## config.mk

```make
export PLATFORM = sky130hd
export DESIGN_NAME = spi_temp_readout
export DESIGN_NICKNAME = d
export VERILOG_FILES = /design/src/core/temp_pkg.sv /design/src/core/fault_queue.sv /design/src/core/spi_sync.sv /design/src/core/spi_temp_readout.sv
export VERILOG_INCLUDE_DIRS = /design/src /design/src/core
export SDC_FILE = /design/constraint.sdc
export NUM_CORES = 1
export LEC_CHECK = 0
export BUFFER_PORTS_ARGS = -buffer_cell sky130_fd_sc_hd__buf_2
export CAP_MARGIN = 20
export CORE_MARGIN = 8
export CORE_UTILIZATION = 61
export DETAILED_ROUTE_END_ITERATION = 12
export HOLD_SLACK_MARGIN = 0.12
export PLACE_DENSITY = 0.8
export SYNTH_ARGS = -nofsm -noshare
export SYNTH_HDL_FRONTEND = slang
export SYNTH_SLANG_ARGS = --single-unit
```

## constraint.sdc

```tcl
create_clock -name i_clk -period 2.5 [get_ports i_clk]
set_clock_uncertainty 0.15 [all_clocks]
set_input_delay 0.125 -clock i_clk [delete_from_list [all_inputs] [get_ports i_clk]]
set_output_delay 0.125 -clock i_clk [all_outputs]
set_load 0.05 [all_outputs]
```

## src/core/temp_cfg.svh

```systemverilog
`ifndef TEMP_CFG_SVH
`define TEMP_CFG_SVH

// clock and conversion timing
`define CLK_FREQ_KHZ     100000
`define CONV_TIME_MS     240
`define BLOCK_CYCLES     16
`define CONV_CNT_W       25

// command byte layout and codes
`define CMD_CONT_ENTER   8'h54
`define CMD_CONT_EXIT    8'h50
`define CMD_RW_BIT       6
`define CMD_ADDR_MSB     5
`define CMD_ADDR_LSB     3
`define ADDR_CFG         3'h1
`define ADDR_TEMP        3'h2

// serial framing
`define BYTE_LAST        5'h07
`define BYTE_LAST_LOW    3'h7
`define FRAME_LAST       5'h0f
`define FRAME_BITS       5'h10
`define ONES_LIMIT       6'h20

// reset values and shutdown mode code
`define CFG_RESET        8'h00
`define RESULT_RESET     16'h0000
`define MODE_SHUTDOWN    2'h3

// limit setpoints, 13-bit code in bits 15:3
`define CRIT_SETPOINT    16'h4980
`define HIGH_SETPOINT    16'h2000
`define LOW_SETPOINT     16'h0500
`define CODE_MSB         15
`define CODE_LSB         3

// fault queue
`define FAULT_CNT_MAX    3'h4

`endif

```

## src/core/temp_pkg.sv

```systemverilog
package temp_pkg;

	typedef enum logic [1:0] {
		st_cmd   = 2'h0,
		st_rdata = 2'h1,
		st_cont  = 2'h3,
		st_wdata = 2'h2
	} port_state_type;

	typedef struct packed {
		logic       res16;
		logic [1:0] op_mode;
		logic       alert_mode;
		logic       int_pol;
		logic       crit_pol;
		logic [1:0] fault_depth;
	} cfg_type;

	typedef struct packed {
		logic cs_n;
		logic sclk;
		logic din;
	} serial_in_type;

	// bit 0 critical, bit 1 upper, bit 2 lower
	typedef struct packed {
		logic low;
		logic high;
		logic crit;
	} limit_flags_type;

endpackage

```

## src/core/fault_queue.sv

```systemverilog
`timescale 1ns/1ps
`include "temp_cfg.svh"

module fault_queue (
	// clock and reset
	input  wire logic       i_clk,
	input  wire logic       i_reset,
	// conversion events
	input  wire logic       i_conv_done,
	input  wire logic       i_fault_crit,
	input  wire logic       i_fault_limit,
	input  wire logic [1:0] i_depth,
	// alert levels
	output logic            o_critical_alert_pin,
	output logic            o_limit_alert_pin
);
	import temp_pkg::*;

	logic [2:0] count_reg;
	logic [2:0] count_next;
	logic       crit_reg;
	logic       crit_next;
	logic       limit_reg;
	logic       limit_next;
	logic [2:0] depth;

	always_comb begin
		count_next = count_reg;
		crit_next  = crit_reg;
		limit_next = limit_reg;
		depth      = {1'b0, i_depth} + 3'h1;
		if (i_conv_done) begin
			if (i_fault_crit | i_fault_limit) begin
				if (count_reg != `FAULT_CNT_MAX) begin
					count_next = count_reg + 3'h1;
				end
				if (count_reg + 3'h1 >= depth) begin
					crit_next  = i_fault_crit;
					limit_next = i_fault_limit;
				end
			end else begin
				count_next = 3'h0;
				crit_next  = 1'b0;
				limit_next = 1'b0;
			end
		end
	end

	always_ff @(posedge i_clk) begin
		if (i_reset) begin
			count_reg <= 3'h0;
			crit_reg  <= 1'b0;
			limit_reg <= 1'b0;
		end else begin
			count_reg <= count_next;
			crit_reg  <= crit_next;
			limit_reg <= limit_next;
		end
	end

	assign o_critical_alert_pin = crit_reg;
	assign o_limit_alert_pin    = limit_reg;
endmodule

```

## src/core/spi_sync.sv

```systemverilog
`timescale 1ns/1ps
`include "temp_cfg.svh"

module spi_sync (
	// clock and reset
	input  wire logic                    i_clk,
	input  wire logic                    i_reset,
	// raw pins
	input  wire temp_pkg::serial_in_type i_pins,
	// synchronised pins and edges
	output temp_pkg::serial_in_type      o_pins,
	output logic                         o_sclk_rise,
	output logic                         o_sclk_fall
);
	import temp_pkg::*;

	serial_in_type meta_reg;
	serial_in_type sync_reg;
	logic          sclk_last_reg;
	serial_in_type meta_next;
	serial_in_type sync_next;
	logic          sclk_last_next;

	always_comb begin
		meta_next      = i_pins;
		sync_next      = meta_reg;
		sclk_last_next = sync_reg.sclk;
	end

	// idle: deselected, clock high
	always_ff @(posedge i_clk) begin
		if (i_reset) begin
			meta_reg      <= 3'h6;
			sync_reg      <= 3'h6;
			sclk_last_reg <= 1'b1;
		end else begin
			meta_reg      <= meta_next;
			sync_reg      <= sync_next;
			sclk_last_reg <= sclk_last_next;
		end
	end

	assign o_pins      = sync_reg;
	assign o_sclk_rise = sync_reg.sclk & ~sclk_last_reg;
	assign o_sclk_fall = ~sync_reg.sclk & sclk_last_reg;
endmodule

```

## src/core/spi_temp_readout.sv

```systemverilog
`timescale 1ns/1ps
`include "temp_cfg.svh"

module spi_temp_readout #(
	parameter int unsigned CONV_CYCLES  = `CONV_TIME_MS * `CLK_FREQ_KHZ,
	parameter int unsigned BLOCK_CYCLES = `BLOCK_CYCLES
) (
	// clock and reset
	input  wire logic        i_clk,
	input  wire logic        i_reset,
	// serial port pins
	input  wire logic        i_sclk,
	input  wire logic        i_cs_n,
	input  wire logic        i_din,
	output logic             o_dout,
	output logic             o_dout_oe,
	// converter side
	input  wire logic [15:0] i_adc_code,
	output logic             o_conv_done,
	output logic             o_conv_busy,
	output logic             o_shutdown,
	// alerts
	output logic             o_critical_alert_pin,
	output logic             o_limit_alert_pin
);
	import temp_pkg::*;

	// signed 13-bit compare of two stored words
	function automatic logic above(input logic [15:0] a, input logic [15:0] b);
		above = $signed(a[`CODE_MSB:`CODE_LSB]) > $signed(b[`CODE_MSB:`CODE_LSB]);
	endfunction

	// limit flags of one code against the fixed setpoints
	function automatic limit_flags_type check_limits(input logic [15:0] code);
		limit_flags_type f;
		f.crit = above(code, `CRIT_SETPOINT);
		f.high = above(code, `HIGH_SETPOINT);
		f.low  = above(`LOW_SETPOINT, code);
		return f;
	endfunction

	// 13-bit words carry the limit flags in the low bits
	function automatic logic [15:0] format_word(input cfg_type c, input logic [15:0] r,
		input limit_flags_type f);
		logic [15:0] w;
		if (c.res16) begin
			w = r;
		end else begin
			w = {r[`CODE_MSB:`CODE_LSB], f};
		end
		return w;
	endfunction

	// first fall of a read frame loads a fresh word
	function automatic logic loads_word(input port_state_type st, input logic [4:0] cnt);
		return (st == st_rdata || st == st_cont) && cnt == 5'h00;
	endfunction

	serial_in_type   pins;
	logic            sclk_rise;
	logic            sclk_fall;

	port_state_type  state_reg;
	port_state_type  state_next;
	logic [4:0]      cnt_reg;
	logic [4:0]      cnt_next;
	logic [7:0]      shin_reg;
	logic [7:0]      shin_next;
	logic [15:0]     shout_reg;
	logic [15:0]     shout_next;
	logic [2:0]      addr_reg;
	logic [2:0]      addr_next;
	logic [5:0]      ones_reg;
	logic [5:0]      ones_next;
	cfg_type         cfg_reg;
	cfg_type         cfg_next;

	logic [`CONV_CNT_W-1:0] conv_cnt_reg;
	logic [`CONV_CNT_W-1:0] conv_cnt_next;
	logic [15:0]     result_reg;
	logic [15:0]     result_next;
	limit_flags_type flags_reg;
	limit_flags_type flags_next;
	logic            done_reg;
	logic            done_next;

	limit_flags_type flags_now;
	logic [7:0]      byte_in;
	logic [15:0]     temp_word;
	logic [15:0]     read_word;
	logic            shutdown;
	logic            busy;
	logic            shutdown_out_reg;
	logic            shutdown_out_next;
	logic            busy_out_reg;
	logic            busy_out_next;

	spi_sync u_sync (
		.i_clk       (i_clk),
		.i_reset     (i_reset),
		.i_pins      ({i_cs_n, i_sclk, i_din}),
		.o_pins      (pins),
		.o_sclk_rise (sclk_rise),
		.o_sclk_fall (sclk_fall)
	);

	fault_queue u_queue (
		.i_clk                (i_clk),
		.i_reset              (i_reset),
		.i_conv_done          (done_reg),
		.i_fault_crit         (flags_reg.crit),
		.i_fault_limit        (flags_reg.high | flags_reg.low),
		.i_depth              (cfg_reg.fault_depth),
		.o_critical_alert_pin (o_critical_alert_pin),
		.o_limit_alert_pin    (o_limit_alert_pin)
	);

	// conversion timing and result store
	always_comb begin
		shutdown        = cfg_reg.op_mode == `MODE_SHUTDOWN;
		conv_cnt_next   = conv_cnt_reg;
		result_next     = result_reg;
		flags_next      = flags_reg;
		done_next       = 1'b0;
		flags_now       = check_limits(i_adc_code);
		busy            = !shutdown &&
			conv_cnt_reg >= `CONV_CNT_W'(CONV_CYCLES - BLOCK_CYCLES);
		if (shutdown) begin
			conv_cnt_next = '0;
		end else if (conv_cnt_reg == `CONV_CNT_W'(CONV_CYCLES - 1)) begin
			conv_cnt_next = '0;
			result_next   = i_adc_code;
			flags_next    = flags_now;
			done_next     = 1'b1;
		end else begin
			conv_cnt_next = conv_cnt_reg + `CONV_CNT_W'(1);
		end
	end

	always_ff @(posedge i_clk) begin
		if (i_reset) begin
			conv_cnt_reg <= '0;
			result_reg   <= `RESULT_RESET;
			flags_reg    <= 3'h0;
			done_reg     <= 1'b0;
		end else begin
			conv_cnt_reg <= conv_cnt_next;
			result_reg   <= result_next;
			flags_reg    <= flags_next;
			done_reg     <= done_next;
		end
	end

	// word presented for reads
	always_comb begin
		temp_word = format_word(cfg_reg, result_reg, flags_reg);
		if (state_reg == st_cont) begin
			read_word = busy ? 16'h0000 : temp_word;
		end else if (addr_reg == `ADDR_TEMP) begin
			read_word = temp_word;
		end else if (addr_reg == `ADDR_CFG) begin
			read_word = {cfg_reg, 8'h00};
		end else begin
			read_word = 16'h0000;
		end
	end

	// status outputs from flip-flops, one cycle behind the counter and cfg_reg
	always_comb begin
		shutdown_out_next = shutdown;
		busy_out_next     = busy;
	end

	always_ff @(posedge i_clk) begin
		if (i_reset) begin
			shutdown_out_reg <= 1'b0;
			busy_out_reg     <= 1'b0;
		end else begin
			shutdown_out_reg <= shutdown_out_next;
			busy_out_reg     <= busy_out_next;
		end
	end

	// serial port
	always_comb begin
		state_next = state_reg;
		cnt_next   = cnt_reg;
		shin_next  = shin_reg;
		shout_next = shout_reg;
		addr_next  = addr_reg;
		ones_next  = ones_reg;
		cfg_next   = cfg_reg;
		byte_in    = {shin_reg[6:0], pins.din};
		if (pins.cs_n) begin
			cnt_next  = 5'h00;
			ones_next = 6'h00;
			if (state_reg != st_cont) begin
				state_next = st_cmd;
			end
		end else if (sclk_rise) begin
			shin_next = byte_in;
			cnt_next  = cnt_reg + 5'h01;
			ones_next = pins.din ? ones_reg + 6'h01 : 6'h00;
			case (state_reg)
				st_cmd: begin
					if (cnt_reg == `BYTE_LAST) begin
						cnt_next  = 5'h00;
						addr_next = byte_in[`CMD_ADDR_MSB:`CMD_ADDR_LSB];
						if (byte_in == `CMD_CONT_ENTER) begin
							state_next = st_cont;
						end else if (byte_in[`CMD_RW_BIT]) begin
							state_next = st_rdata;
						end else begin
							state_next = st_wdata;
						end
					end
				end
				st_wdata: begin
					if (cnt_reg == `BYTE_LAST) begin
						cnt_next   = 5'h00;
						state_next = st_cmd;
						if (addr_reg == `ADDR_CFG) begin
							cfg_next = byte_in;
						end
					end
				end
				st_rdata: begin
					if (cnt_reg == `FRAME_BITS) begin
						cnt_next = cnt_reg;
					end
				end
				st_cont: begin
					if (cnt_reg == `FRAME_LAST) begin
						cnt_next = 5'h00;
					end
					if (cnt_reg[2:0] == `BYTE_LAST_LOW && byte_in == `CMD_CONT_EXIT) begin
						state_next = st_cmd;
						cnt_next   = 5'h00;
					end
				end
				default: begin
					state_next = st_cmd;
				end
			endcase
			if (pins.din && ones_reg + 6'h01 == `ONES_LIMIT) begin
				state_next = st_cmd;
				cnt_next   = 5'h00;
				ones_next  = 6'h00;
			end
		end else if (sclk_fall) begin
			if (loads_word(state_reg, cnt_reg)) begin
				shout_next = read_word;
			end else begin
				shout_next = {shout_reg[14:0], 1'b0};
			end
		end
	end

	always_ff @(posedge i_clk) begin
		if (i_reset) begin
			state_reg <= st_cmd;
			cnt_reg   <= 5'h00;
			shin_reg  <= 8'h00;
			shout_reg <= 16'h0000;
			addr_reg  <= 3'h0;
			ones_reg  <= 6'h00;
			cfg_reg   <= `CFG_RESET;
		end else begin
			state_reg <= state_next;
			cnt_reg   <= cnt_next;
			shin_reg  <= shin_next;
			shout_reg <= shout_next;
			addr_reg  <= addr_next;
			ones_reg  <= ones_next;
			cfg_reg   <= cfg_next;
		end
	end

	assign o_dout      = shout_reg[15];
	assign o_dout_oe   = ~pins.cs_n;
	assign o_conv_done = done_reg;
	assign o_conv_busy = busy_out_reg;
	assign o_shutdown  = shutdown_out_reg;
endmodule

```

==> results.py, run 1 <==
metrics = {
    "detailed_routing": {
        "route.detailed.vias_per_inst": 5.71,
        "dr_vias": 4287,
        "drt-initial-drc-count": 224,
        "drc": 0,
        "wl_per_cell_um": 14.4,
        "drt_pre_antenna_iters": 5,
        "totalWireLength_um": 10800,
        "final_antenna_net_count": 0,
    },
    "global_route": {
        "grt_pass1_wl_um": 18300,
        "residual_overflow_from_global_routing": 0,
        "grt_antenna_before_repair": 0,
        "grt_start_max_net_pins": 31,
        "via_count_of_the_first_global_routing_pass": 4062,
        "grt_use_total_pct": 19.2,
    },
    "placed_design": {
        "postPlaceCellArea_um2": 5180,
        "place_ws_ns": 0.191,
        "place.detailed.hpwl_um": 7310,
        "placement.io_buffers": 27,
        "place_congestion": 0.866,
        "place_inst": 714,
    },
    "synthesis": {
        "ys.warnings.count": 0,
        "synth_area_um2": 4940,
        "synthDistinctLibCells": 61,
        "synthesized_netlist_net_count": 632,
        "proportion_of_synthesized_chip_area_in_sequential_cells_pct": 42.9,
        "synthesis.instances": 596,
        "synth_async_sr_flop_share_pct": 0,
        "synthesis.area_per_instance_um2": 8.29,
        "synth_enable_flop_cells": 0,
        "synth_seq_cells": 106,
        "synth_ff_type": "sky130_fd_sc_hd__dfxtp_1",
    },
    "die": {
        "floorplan.initialDensity_pct": 61.4,
        "core_um2": 8050,
        "die_width_um": 106,
        "die_area_um2": 11200,
        "ioPinCount": 28,
        "die_height_um": 106,
        "num_rows": 33,
    },
    "clock_tree": {
        "cts.sink_count": 106,
        "cts.path.max_buffers": 2,
        "clkLatencyLatePin_ns": 0.35,
        "path_clk_slew_ns": 0.10,
        "cts_max_level": 3,
        "postCtsSetupRepairBufs": 0,
        "cts_root_buffer": "sky130_fd_sc_hd__clkbuf_8",
        "numCtsBuffers": 9,
        "tritoncts": "yes",
    },
    "pwr": {
        "total_power_mw": 3.09,
        "leakage_nw": 2.04,
        "power_per_cell_area_nw_per_um2": 547,
        "ir_drop_mv": 0.561,
    },
    "critical_path": {
        "arrival_ns": 2.37,
        "critical_path.slowest_cell": "sky130_fd_sc_hd__dfxtp_1",
        "cpMostUsedCell": "sky130_fd_sc_hd__ha_1",
        "startpoint_type": "flop",
        "data_required_critical_path_ns": 2.60,
        "critical-path-max-stage-delay_ns": 0.43,
        "critical_path.endpoint_type": "flop",
        "criticalPathCategory": "reg2reg",
        "crit_path_cell_trace": "inv_1 > ha_1 > ha_1 > a21oi_1 > nor2b_1 > o31ai_1 > mux2i_1 > nor2_1",
        "critPathMaxFanout": 5,
    },
    "finish": {
        "post-route-cell-area_um2": 5640,
        "largest_register_ff_count": 25,
        "share_of_the_core_filled_with_cells_in_the_final_layout_pct": 70.1,
        "finalNetCount": 677,
        "syn_to_final_growth_pct": 14.1,
        "diodes": 0,
        "drive_above_1_share_pct": 13.0,
        "post_layout_nonfiller_instances": 751,
    },
    "sta": {
        "unrepaired_setup_endpoints_after_global_routing": "false",
        "fin_crit_sh_pct": 91.0,
        "report.final.setup_viol": 0,
        "rel_slew_slack_pct": 51.6,
        "tns_ns": 0,
        "setup_slack_ns": 0.226,
        "hold_viol": 0,
        "report.final.slew_viol_count": 0,
        "timing.hold.ws_ns": 0.262,
        "worst-slew-pin-transition_ns": 0.726,
        "fmax_mhz": 440,
        "final_period_minus_worst_setup_slack_ns": 2.27,
    },
    "outcome": {
        "status": "finished clean",
    },
    "run": {
        "max-cap-violations": 0,
    },
    "hold_path": {
        "hp-class": "reg2reg",
    },
}
==> routing by layer <==
layer  vias to the layer above  GRT usage [%]  wire (um)
li1                       2157              -          -
met1                      1999           23.9       4900
met2                       104           32.4       5360
met3                        27           2.84        358
met4                         0           8.44        229
met5                         -              0          0
==> final cells by class <==
type                    count  area (um2)
clock buffers              11         151
fillers                   626        2410
well taps                 105         131
inverters                  17        63.8
repair buffers             61         443
clock inverters             5         100
multi-input cells         446        2630
flip-flops and latches    106        2120
==> where the power goes <==
part           internal, mW  switching [mW]
registers              1.70         0.00815
logic                0.0554          0.0656
clock network         0.717           0.546
==> path summary, 6_finish.rpt <==
kind | start | end | slack (ns) | depth (start not counted)
setup reg to reg | u_queue.count_reg[0] | u_queue.o_limit_alert_pin | 0.23 | 8
hold / removal | u_sync.meta_reg[2] | u_sync.o_pins[2] | 0.26 | 1
hold reg to reg | u_sync.meta_reg[2] | u_sync.o_pins[2] | 0.26 | 1
setup / recovery | u_queue.count_reg[0] | u_queue.o_limit_alert_pin | 0.23 | 8
==> cell usage in the layout, fill, tap and decap left out, types with 4 or more instances in the layout <==
cell type,n
sky130_fd_sc_hd__or3_1,6
sky130_fd_sc_hd__ha_1,15
sky130_fd_sc_hd__a211oi_1,4
sky130_fd_sc_hd__nor2b_1,6
sky130_fd_sc_hd__buf_4,13
sky130_fd_sc_hd__inv_1,17
sky130_fd_sc_hd__nor3_1,10
sky130_fd_sc_hd__mux2i_1,16
sky130_fd_sc_hd__and2_1,4
sky130_fd_sc_hd__and3_1,9
sky130_fd_sc_hd__nand2b_1,4
sky130_fd_sc_hd__dfxtp_1,106
sky130_fd_sc_hd__a22oi_1,4
sky130_fd_sc_hd__clkbuf_8,11
sky130_fd_sc_hd__nand2_1,90
sky130_fd_sc_hd__nor4_1,5
sky130_fd_sc_hd__xor2_1,13
sky130_fd_sc_hd__o22ai_1,7
sky130_fd_sc_hd__nand3_1,28
sky130_fd_sc_hd__buf_2,27
sky130_fd_sc_hd__o21ai_0,24
sky130_fd_sc_hd__xnor2_1,10
sky130_fd_sc_hd__a21oi_1,60
sky130_fd_sc_hd__nor2_1,61
sky130_fd_sc_hd__or2_2,7
sky130_fd_sc_hd__nand4_1,7
sky130_fd_sc_hd__dlygate4sd3_1,21
==> critical path: cells and delay by family (launching register included) <==
kind                     cells  cell delay, ns
AND/OR/NAND/NOR              2            0.12
multiplexers                 1            0.24
AO/OA/AOI/OAI                2            0.54
buffers and inverters        1            0.07
flip-flops                   1            0.43
adder cells (fa/ha/maj)      2            0.60
==> cells in the mapped netlist (3+ instances only) <==
cell type	number	area share, %
sky130_fd_sc_hd__a21oi_1	60	6.1
sky130_fd_sc_hd__a22oi_1	4	0.61
sky130_fd_sc_hd__nand3_1	28	2.8
sky130_fd_sc_hd__nor3_1	10	1.0
sky130_fd_sc_hd__or3_1	6	0.76
sky130_fd_sc_hd__mux2i_1	16	3.2
sky130_fd_sc_hd__clkbuf_1	15	1.1
sky130_fd_sc_hd__and4_1	3	0.53
sky130_fd_sc_hd__or2_2	7	0.89
sky130_fd_sc_hd__o21bai_1	3	0.46
sky130_fd_sc_hd__nor4_2	3	0.76
sky130_fd_sc_hd__nand2_1	91	6.9
sky130_fd_sc_hd__a211oi_1	4	0.61
sky130_fd_sc_hd__a22o_1	3	0.53
sky130_fd_sc_hd__buf_2	4	0.40
sky130_fd_sc_hd__xor2_1	13	2.3
sky130_fd_sc_hd__o21ai_0	24	2.4
sky130_fd_sc_hd__dfxtp_1	106	43
sky130_fd_sc_hd__nand3b_1	3	0.46
sky130_fd_sc_hd__o22ai_1	7	0.89
sky130_fd_sc_hd__and3_1	9	1.1
sky130_fd_sc_hd__and2_1	4	0.51
sky130_fd_sc_hd__nor2_1	61	4.6
sky130_fd_sc_hd__buf_1	4	0.30
sky130_fd_sc_hd__nand2b_1	4	0.51
sky130_fd_sc_hd__nor4_1	5	0.63
sky130_fd_sc_hd__o21ai_1	3	0.30
sky130_fd_sc_hd__nor2b_1	6	0.76
sky130_fd_sc_hd__nand4_1	7	0.89
sky130_fd_sc_hd__xnor2_1	10	1.8
sky130_fd_sc_hd__ha_1	15	3.8
sky130_fd_sc_hd__inv_1	17	1.3
==> kinds of logic (layout without fill, tap and decap cells) <==
group / Yosys count / after routing / synth area share [%]
flip-flops: 106 / 106 / 42.9
XOR/XNOR: 23 / 23 / 4.07
AO/OA/AOI/OAI: 125 / 125 / 15.2
multiplexers: 18 / 18 / 3.70
adder cells (fa/ha/maj): 15 / 15 / 3.80
AND/OR/NAND/NOR: 265 / 265 / 26.4
buffers and inverters: 44 / 94 / 3.90
==> repair_timing <==
| item | CTS | global route |
|---|---|---|
| setup endpoints to repair | 0 | 1 |
| gates resized for setup | 0 | 1 |
| hold buffers | 21 | 0 |
| endpoints found under the hold margin | 29 | 0 |
(Power assumes the default switching activity.)
==> run 2, diff against run 1 <==
--- a/config.mk
+++ b/config.mk
@@ -6,13 +6,15 @@
 export SDC_FILE = /design/constraint.sdc
 export NUM_CORES = 1
 export LEC_CHECK = 0
+export ABC_AREA = 1
 export BUFFER_PORTS_ARGS = -buffer_cell sky130_fd_sc_hd__buf_2
 export CAP_MARGIN = 20
+export CORE_ASPECT_RATIO = 1.4
 export CORE_MARGIN = 8
 export CORE_UTILIZATION = 61
 export DETAILED_ROUTE_END_ITERATION = 12
 export HOLD_SLACK_MARGIN = 0.12
-export PLACE_DENSITY = 0.8
+export PLACE_DENSITY_LB_ADDON = 0.25
 export SYNTH_ARGS = -nofsm -noshare
 export SYNTH_HDL_FRONTEND = slang
 export SYNTH_SLANG_ARGS = --single-unit
==> run 2 against run 1 <==
Against the previous run: register-to-register slack better by 0.19 ns; sequential share of layout area is 1.9 points lower; combinational power is 25% higher; via count is 15% higher; critical path type unchanged; critical endpoint is now result_reg[0]; die area is 5.0% higher; highest routed layer unchanged; total power is 6.8% higher.
==> results.py, run 2 <==
metrics = {
    "global_route": {
        "grt_use_total_pct": 21.0,
        "grt_start_max_net_pins": 47,
        "via_count_of_the_first_global_routing_pass": 4756,
        "residual_overflow_from_global_routing": 0,
        "grt_pass1_wl_um": 20500,
        "grt_antenna_before_repair": 0,
    },
    "sta": {
        "fmax_mhz": 480,
        "setup_slack_ns": 0.416,
        "hold_viol": 0,
        "unrepaired_setup_endpoints_after_global_routing": "false",
        "fin_crit_sh_pct": 83.4,
        "report.final.slew_viol_count": 0,
        "tns_ns": 0,
        "rel_slew_slack_pct": 64.2,
        "report.final.setup_viol": 0,
        "worst-slew-pin-transition_ns": 0.537,
        "final_period_minus_worst_setup_slack_ns": 2.08,
    },
    "synthesis": {
        "synthesis.area_per_instance_um2": 7.02,
        "synth.most_common_cell": "sky130_fd_sc_hd__nand2_1",
        "yosys-top-cells-area": "sky130_fd_sc_hd__dfxtp_1 41%, sky130_fd_sc_hd__a21oi_1 9.4%, sky130_fd_sc_hd__nand2_1 9.2%",
        "yosysTopAreaCellShare_pct": 40.7,
        "synth_area_um2": 5210,
        "synth_enable_flop_cells": 0,
        "synth_ff_type": "sky130_fd_sc_hd__dfxtp_1",
        "synthesized_netlist_net_count": 779,
        "synth_seq_cells": 106,
        "synth.largest_area_cell": "sky130_fd_sc_hd__dfxtp_1",
        "synthesis.instances": 743,
        "synth_async_sr_flop_share_pct": 0,
        "synth_common_cells": "128 x sky130_fd_sc_hd__nand2_1, 106 x sky130_fd_sc_hd__dfxtp_1, 100 x sky130_fd_sc_hd__nor2_1",
        "proportion_of_synthesized_chip_area_in_sequential_cells_pct": 40.7,
        "synthDistinctLibCells": 38,
        "ys.warnings.count": 0,
    },
    "pwr": {
        "p_seq_share_pct": 51.9,
        "power_switching_share_pct": 22.7,
        "internal-power_mw": 2.55,
        "power.share.combinational_pct": 4.6,
        "power.clock.fraction_pct": 43.5,
        "ir_drop_mv": 0.386,
        "leakage_nw": 2.35,
        "power_per_cell_area_nw_per_um2": 554,
        "switchingPower_uw": 749,
    },
    "critical_path": {
        "critical_path.endpoint_type": "flop",
        "startpoint_type": "flop",
        "arrival_ns": 2.22,
        "cp.buffers_inverters": 2,
        "cp_top_family": "simple AND/OR/NAND/NOR gates",
        "critical_path.slowest_cell": "sky130_fd_sc_hd__dfxtp_1",
        "critical-path-max-stage-delay_ns": 0.39,
        "data_required_critical_path_ns": 2.64,
        "critPathMaxFanout": 18,
        "r2r_slack_ns": 0.42,
        "crit_path_cell_trace": "ha_1 > nand3_2 > nor2_4 > nand2_4 > clkinv_2 > nand4_4 > inv_2 > o21ai_0 > nor2_1",
        "criticalPathCategory": "reg2reg",
    },
    "detailed_routing": {
        "final_antenna_net_count": 0,
        "wl_per_cell_um": 13.5,
        "drc": 0,
        "drt-initial-drc-count": 359,
        "drt_pre_antenna_iters": 5,
        "totalWireLength_um": 12100,
        "dr_vias": 4949,
        "route.detailed.vias_per_inst": 5.51,
    },
    "die": {
        "die_height_um": 125,
        "num_rows": 40,
        "core_um2": 8460,
        "floorplan.initialDensity_pct": 61.6,
        "die_width_um": 94.1,
        "die_area_um2": 11800,
        "ioPinCount": 28,
    },
    "hold_path": {
        "hp-class": "reg2reg",
    },
    "finish": {
        "finalNetCount": 824,
        "final_common_cell": "sky130_fd_sc_hd__nand2_1",
        "fill_cells": 686,
        "syn_to_final_growth_pct": 14.1,
        "largest_register_ff_count": 25,
        "diodes": 0,
        "seq_area_um2": 2120,
        "share_of_the_core_filled_with_cells_in_the_final_layout_pct": 70.3,
        "layout.cells.most_common_list": "128 x sky130_fd_sc_hd__nand2_1, 106 x sky130_fd_sc_hd__dfxtp_1, 100 x sky130_fd_sc_hd__nor2_1",
        "drive_above_1_share_pct": 9.96,
        "multi_input_area_um2": 2650,
    },
    "outcome": {
        "status": "finished clean",
    },
    "run": {
        "max-cap-violations": 0,
    },
    "clock_tree": {
        "cts.path.max_buffers": 2,
        "clkLatencyLatePin_ns": 0.35,
        "path_clk_slew_ns": 0.07,
        "cts.sink_count": 106,
        "tritoncts": "yes",
        "cts_max_level": 3,
        "post_cts_resize_count": 0,
        "numCtsBuffers": 9,
        "cts_root_buffer": "sky130_fd_sc_hd__clkbuf_16",
    },
    "placed_design": {
        "place_ws_ns": 0.456,
        "placement.io_buffers": 27,
        "place.detailed.hpwl_um": 8480,
        "place_congestion": 0.908,
    },
}
[run 2: cell types whose count changed after synthesis, moves of 5 or more]
cell	previous run	this run
sky130_fd_sc_hd__nor3_1	10	4
sky130_fd_sc_hd__mux2i_1	16	0
sky130_fd_sc_hd__xor2_1	13	8
sky130_fd_sc_hd__nor2_1	61	100
sky130_fd_sc_hd__nand3_1	28	57
sky130_fd_sc_hd__or3_1	6	0
sky130_fd_sc_hd__xnor2_1	10	3
sky130_fd_sc_hd__and3_1	9	1
sky130_fd_sc_hd__nor2b_1	6	0
sky130_fd_sc_hd__o21ai_0	24	51
sky130_fd_sc_hd__inv_1	17	90
sky130_fd_sc_hd__nand2_1	91	128
sky130_fd_sc_hd__nand3_2	0	5
sky130_fd_sc_hd__a21oi_1	60	98
[run 2: worst min-delay path: stages, from the launching register on]
cell and delay, ns:
sky130_fd_sc_hd__dfxtp_1 0.30, sky130_fd_sc_hd__inv_1 0.04, sky130_fd_sc_hd__nor2_1 0.03
[run 2: routing by layer]
layer  track usage, %  vias to the layer above  share of wire [%]
met5                0                        -                  0
met1             22.2                     2269                 41
li1                 -                     2519                  -
met4             11.1                        0                3.4
met2             37.8                      128                 52
met3             4.01                       33                3.9
[run 2: layout make-up]
class | count | share of cell area [%]
clock inverters | 7 | 1.26
multi-input cells | 523 | 44.5
inverters | 93 | 5.89
repair buffers | 55 | 6.69
flip-flops and latches | 106 | 35.7
well taps | 105 | 2.21
clock buffers | 9 | 3.79
[run 2: path summary, 6_finish.rpt]
kind	start	endpoint	cells after the start
worst min register to register	u_sync.meta_reg[0]	u_sync.o_pins[0]	2
worst max register to register	conv_cnt_reg[0]	result_reg[0]	9
worst max-delay path	conv_cnt_reg[0]	result_reg[0]	9
worst min-delay path	u_sync.meta_reg[0]	u_sync.o_pins[0]	2
[run 2: logic make-up after synthesis]
family | count (synthesis) | share of synthesized area (%)
AO/OA/AOI/OAI | 167 | 16.6
buffers and inverters | 114 | 8.54
adder cells (fa/ha/maj) | 15 | 3.60
flip-flops | 106 | 40.7
AND/OR/NAND/NOR | 330 | 28.7
XOR/XNOR | 11 | 1.85
[run 2: timing repair]
item / CTS / global route
endpoints found under the setup margin: 0 / 0
hold buffers: 21 / 0
hold endpoints to repair: 30 / 0
setup buffers: 0 / 0
[run 2: per-stage QoR]
step                hold slack (ns)  cell area (um2)  total power, mW  std cells
detailed placement            0.159             5440             1.87        861
floorplan                    0.0788             5210             1.83        743
global placement              0.159             5440             1.87        861
global route                  0.288             5950             3.40        898
finish                        0.258             5950             3.30        898
CTS                           0.261             5950             3.31        898
[run 2: power by group through the flow]
stage | Sequential (mW) | Clock, mW | Combinational, mW
global placement | 1.75 | 0 | 0.119
detailed placement | 1.75 | 0 | 0.123
floorplan | 1.75 | 0 | 0.0821
global route | 1.71 | 1.52 | 0.168
CTS | 1.71 | 1.45 | 0.149
finish | 1.71 | 1.44 | 0.151
==> run 3, diff against run 2 <==
--- a/config.mk
+++ b/config.mk
@@ -11,7 +11,7 @@
 export CAP_MARGIN = 20
 export CORE_ASPECT_RATIO = 1.4
 export CORE_MARGIN = 8
-export CORE_UTILIZATION = 61
+export CORE_UTILIZATION = 55
 export DETAILED_ROUTE_END_ITERATION = 12
 export HOLD_SLACK_MARGIN = 0.12
 export PLACE_DENSITY_LB_ADDON = 0.25
==> constraint.sdc (replaced) <==
create_clock -name i_clk -period 1.8 [get_ports i_clk]
set_clock_uncertainty 0.15 [all_clocks]
set_input_delay 0.09 -clock i_clk [delete_from_list [all_inputs] [get_ports i_clk]]
set_output_delay 0.09 -clock i_clk [all_outputs]
set_load 0.05 [all_outputs]
==> run 3 against run 2 <==
Against the previous run: the run now ends with setup timing left; fmax rose by 15%; critical path depth fell by 1; worst setup slack got worse by 0.43 ns; first-iteration DRC count fell by 38%; core utilization fell by 0.10 points; sequential share of layout area fell by 3.0 points; register-to-register slack got worse by 0.43 ns; non-clock buffer count rose by 38; sequential power rose by 39%; combinational power rose by 62%; clock-buffer cell count rose by 2; die area rose by 9.2%; critical endpoint is now result_reg[11].
==> results.py, run 3 (synthesis results as in run 2) <==
metrics = {
    "die": {
        "die_height_um": 131,
        "ioPinCount": 28,
        "die_area_um2": 12900,
        "core_um2": 9350,
        "num_rows": 42,
        "floorplan.initialDensity_pct": 55.7,
        "die_width_um": 98.3,
    },
    "placed_design": {
        "place_congestion": 0.861,
        "place_ws_ns": -0.161,
        "place.detailed.hpwl_um": 9160,
        "placement.io_buffers": 27,
    },
    "sta": {
        "report.final.setup_viol": 4,
        "setup_slack_ns": -0.0119,
        "unrepaired_setup_endpoints_after_global_routing": "true",
        "fmax_mhz": 552,
        "fin_crit_sh_pct": 101,
        "worst-slew-pin-transition_ns": 0.554,
        "hold_viol": 0,
        "report.final.slew_viol_count": 0,
        "final_period_minus_worst_setup_slack_ns": 1.81,
        "rel_slew_slack_pct": 63.0,
    },
    "detailed_routing": {
        "dr_vias": 5190,
        "wl_per_cell_um": 14.3,
        "drt-initial-drc-count": 224,
        "route.detailed.vias_per_inst": 5.50,
        "drt_pre_antenna_iters": 5,
        "drc": 0,
        "final_antenna_net_count": 0,
        "totalWireLength_um": 13500,
    },
    "clock_tree": {
        "numCtsBuffers": 9,
        "tritoncts": "yes",
        "path_clk_slew_ns": 0.07,
        "cts_max_level": 3,
        "clkLatencyLatePin_ns": 0.35,
        "cts.path.max_buffers": 2,
        "cts_root_buffer": "sky130_fd_sc_hd__clkbuf_16",
        "cts.sink_count": 106,
    },
    "critical_path": {
        "data_required_critical_path_ns": 1.93,
        "critical-path-max-stage-delay_ns": 0.33,
        "criticalPathCategory": "reg2reg",
        "arrival_ns": 1.94,
        "critPathMaxFanout": 7,
        "crit_path_cell_trace": "inv_1 > nand2_1 > nor3_2 > nand3_1 > nor2_4 > nand4_4 > buf_4 > a21oi_1",
        "critical_path.slowest_cell": "sky130_fd_sc_hd__dfxtp_1",
        "critical_path.endpoint_type": "flop",
        "startpoint_type": "flop",
    },
    "hold_path": {
        "hp-class": "reg2reg",
    },
    "finish": {
        "layout.cells.most_common_list": "124 x sky130_fd_sc_hd__nand2_1, 96 x sky130_fd_sc_hd__a21oi_1, 95 x sky130_fd_sc_hd__dfxtp_1",
        "diodes": 0,
        "drive_above_1_share_pct": 20.3,
        "finalNetCount": 865,
        "fill_cells": 780,
        "share_of_the_core_filled_with_cells_in_the_final_layout_pct": 70.2,
        "final_common_cell": "sky130_fd_sc_hd__nand2_1",
        "largest_register_ff_count": 25,
        "syn_to_final_growth_pct": 26.0,
    },
    "global_route": {
        "grt_antenna_before_repair": 0,
        "via_count_of_the_first_global_routing_pass": 4980,
        "grt_start_max_net_pins": 28,
        "grt_use_total_pct": 20.4,
        "residual_overflow_from_global_routing": 0,
        "grt_pass1_wl_um": 22100,
    },
    "pwr": {
        "ir_drop_mv": 0.473,
        "leakage_nw": 2.58,
        "power_per_cell_area_nw_per_um2": 711,
    },
    "outcome": {
        "violations": "setup timing",
        "status": "complete, but fails checks",
    },
    "run": {
        "max-cap-violations": 0,
    },
}
[run 3: changes by cell type in the layout (fill, tap and decap cells not counted), sizes merged]
cell,change
dlygate4sd3,+2
clkbuf,+2
clkinvlp,+1
inv,-2
nand3,+1
nand4,+1
buf,+36
[run 3: per-layer routing]
| layer | routed length [um] | GRT usage (%) | vias up |
|---|---|---|---|
| met4 | 474 | 10.4 | 0 |
| met3 | 470 | 3.44 | 38 |
| li1 | - | - | 2602 |
| met2 | 7220 | 37.4 | 120 |
| met1 | 5340 | 21.6 | 2430 |
| met5 | 0 | 0 | - |
[run 3: path summary, 6_finish.rpt]
kind	from	end	slack, ns	depth (start not counted)
setup / recovery	conv_cnt_reg[11]	result_reg[11]	-0.01	8
hold / removal	u_sync.meta_reg[0]	u_sync.o_pins[0]	0.26	2
setup reg to reg	conv_cnt_reg[11]	result_reg[11]	-0.01	8
hold reg to reg	u_sync.meta_reg[0]	u_sync.o_pins[0]	0.26	2
[run 3: worst max-delay path, delay by kind of cell (launching register included)]
family	cells	cell delay (ns)
AO/OA/AOI/OAI	1	0.17
buffers and inverters	2	0.35
flip-flops	1	0.33
AND/OR/NAND/NOR	5	0.71
[run 3: what timing repair did]
item                       4_1_cts  5_1_grt
gates cloned                     1        2
hold buffers                    23        0
pin swaps                        3       17
setup endpoints to repair       18       81
setup buffers                    3        3
hold endpoints to repair        30        0
resized for setup               12       62
[run 3: power by group]
group,switching (mW),internal [mW],total [mW]
clock,0.894,1.16,2.06
combinational,0.133,0.111,0.244
sequential,0.0125,2.36,2.37
[run 3: final cells by class]
cell class	instances	area, um2	share of cell area, %
clock buffers	11	253	3.85
clock inverters	5	60.1	0.914
inverters	93	355	5.41
multi-input cells	525	2880	43.9
flip-flops and latches	106	2140	32.6
well taps	110	138	2.10
repair buffers	93	732	11.1
repair inverters	1	5.00	0.0762
[run 3: through the flow]
stage	hold slack (ns)	instances	area, um2	power [mW]	TNS [ns]
after CTS	0.253	939	6310	4.69	-0.0143
after floorplan	0.0438	743	5220	2.54	0
after detailed placement	0.126	896	5700	2.62	-0.885
after global routing	0.281	944	6570	4.80	-3.94
after global placement	0.126	896	5700	2.62	-0.182
final	0.258	944	6570	4.67	-0.0299
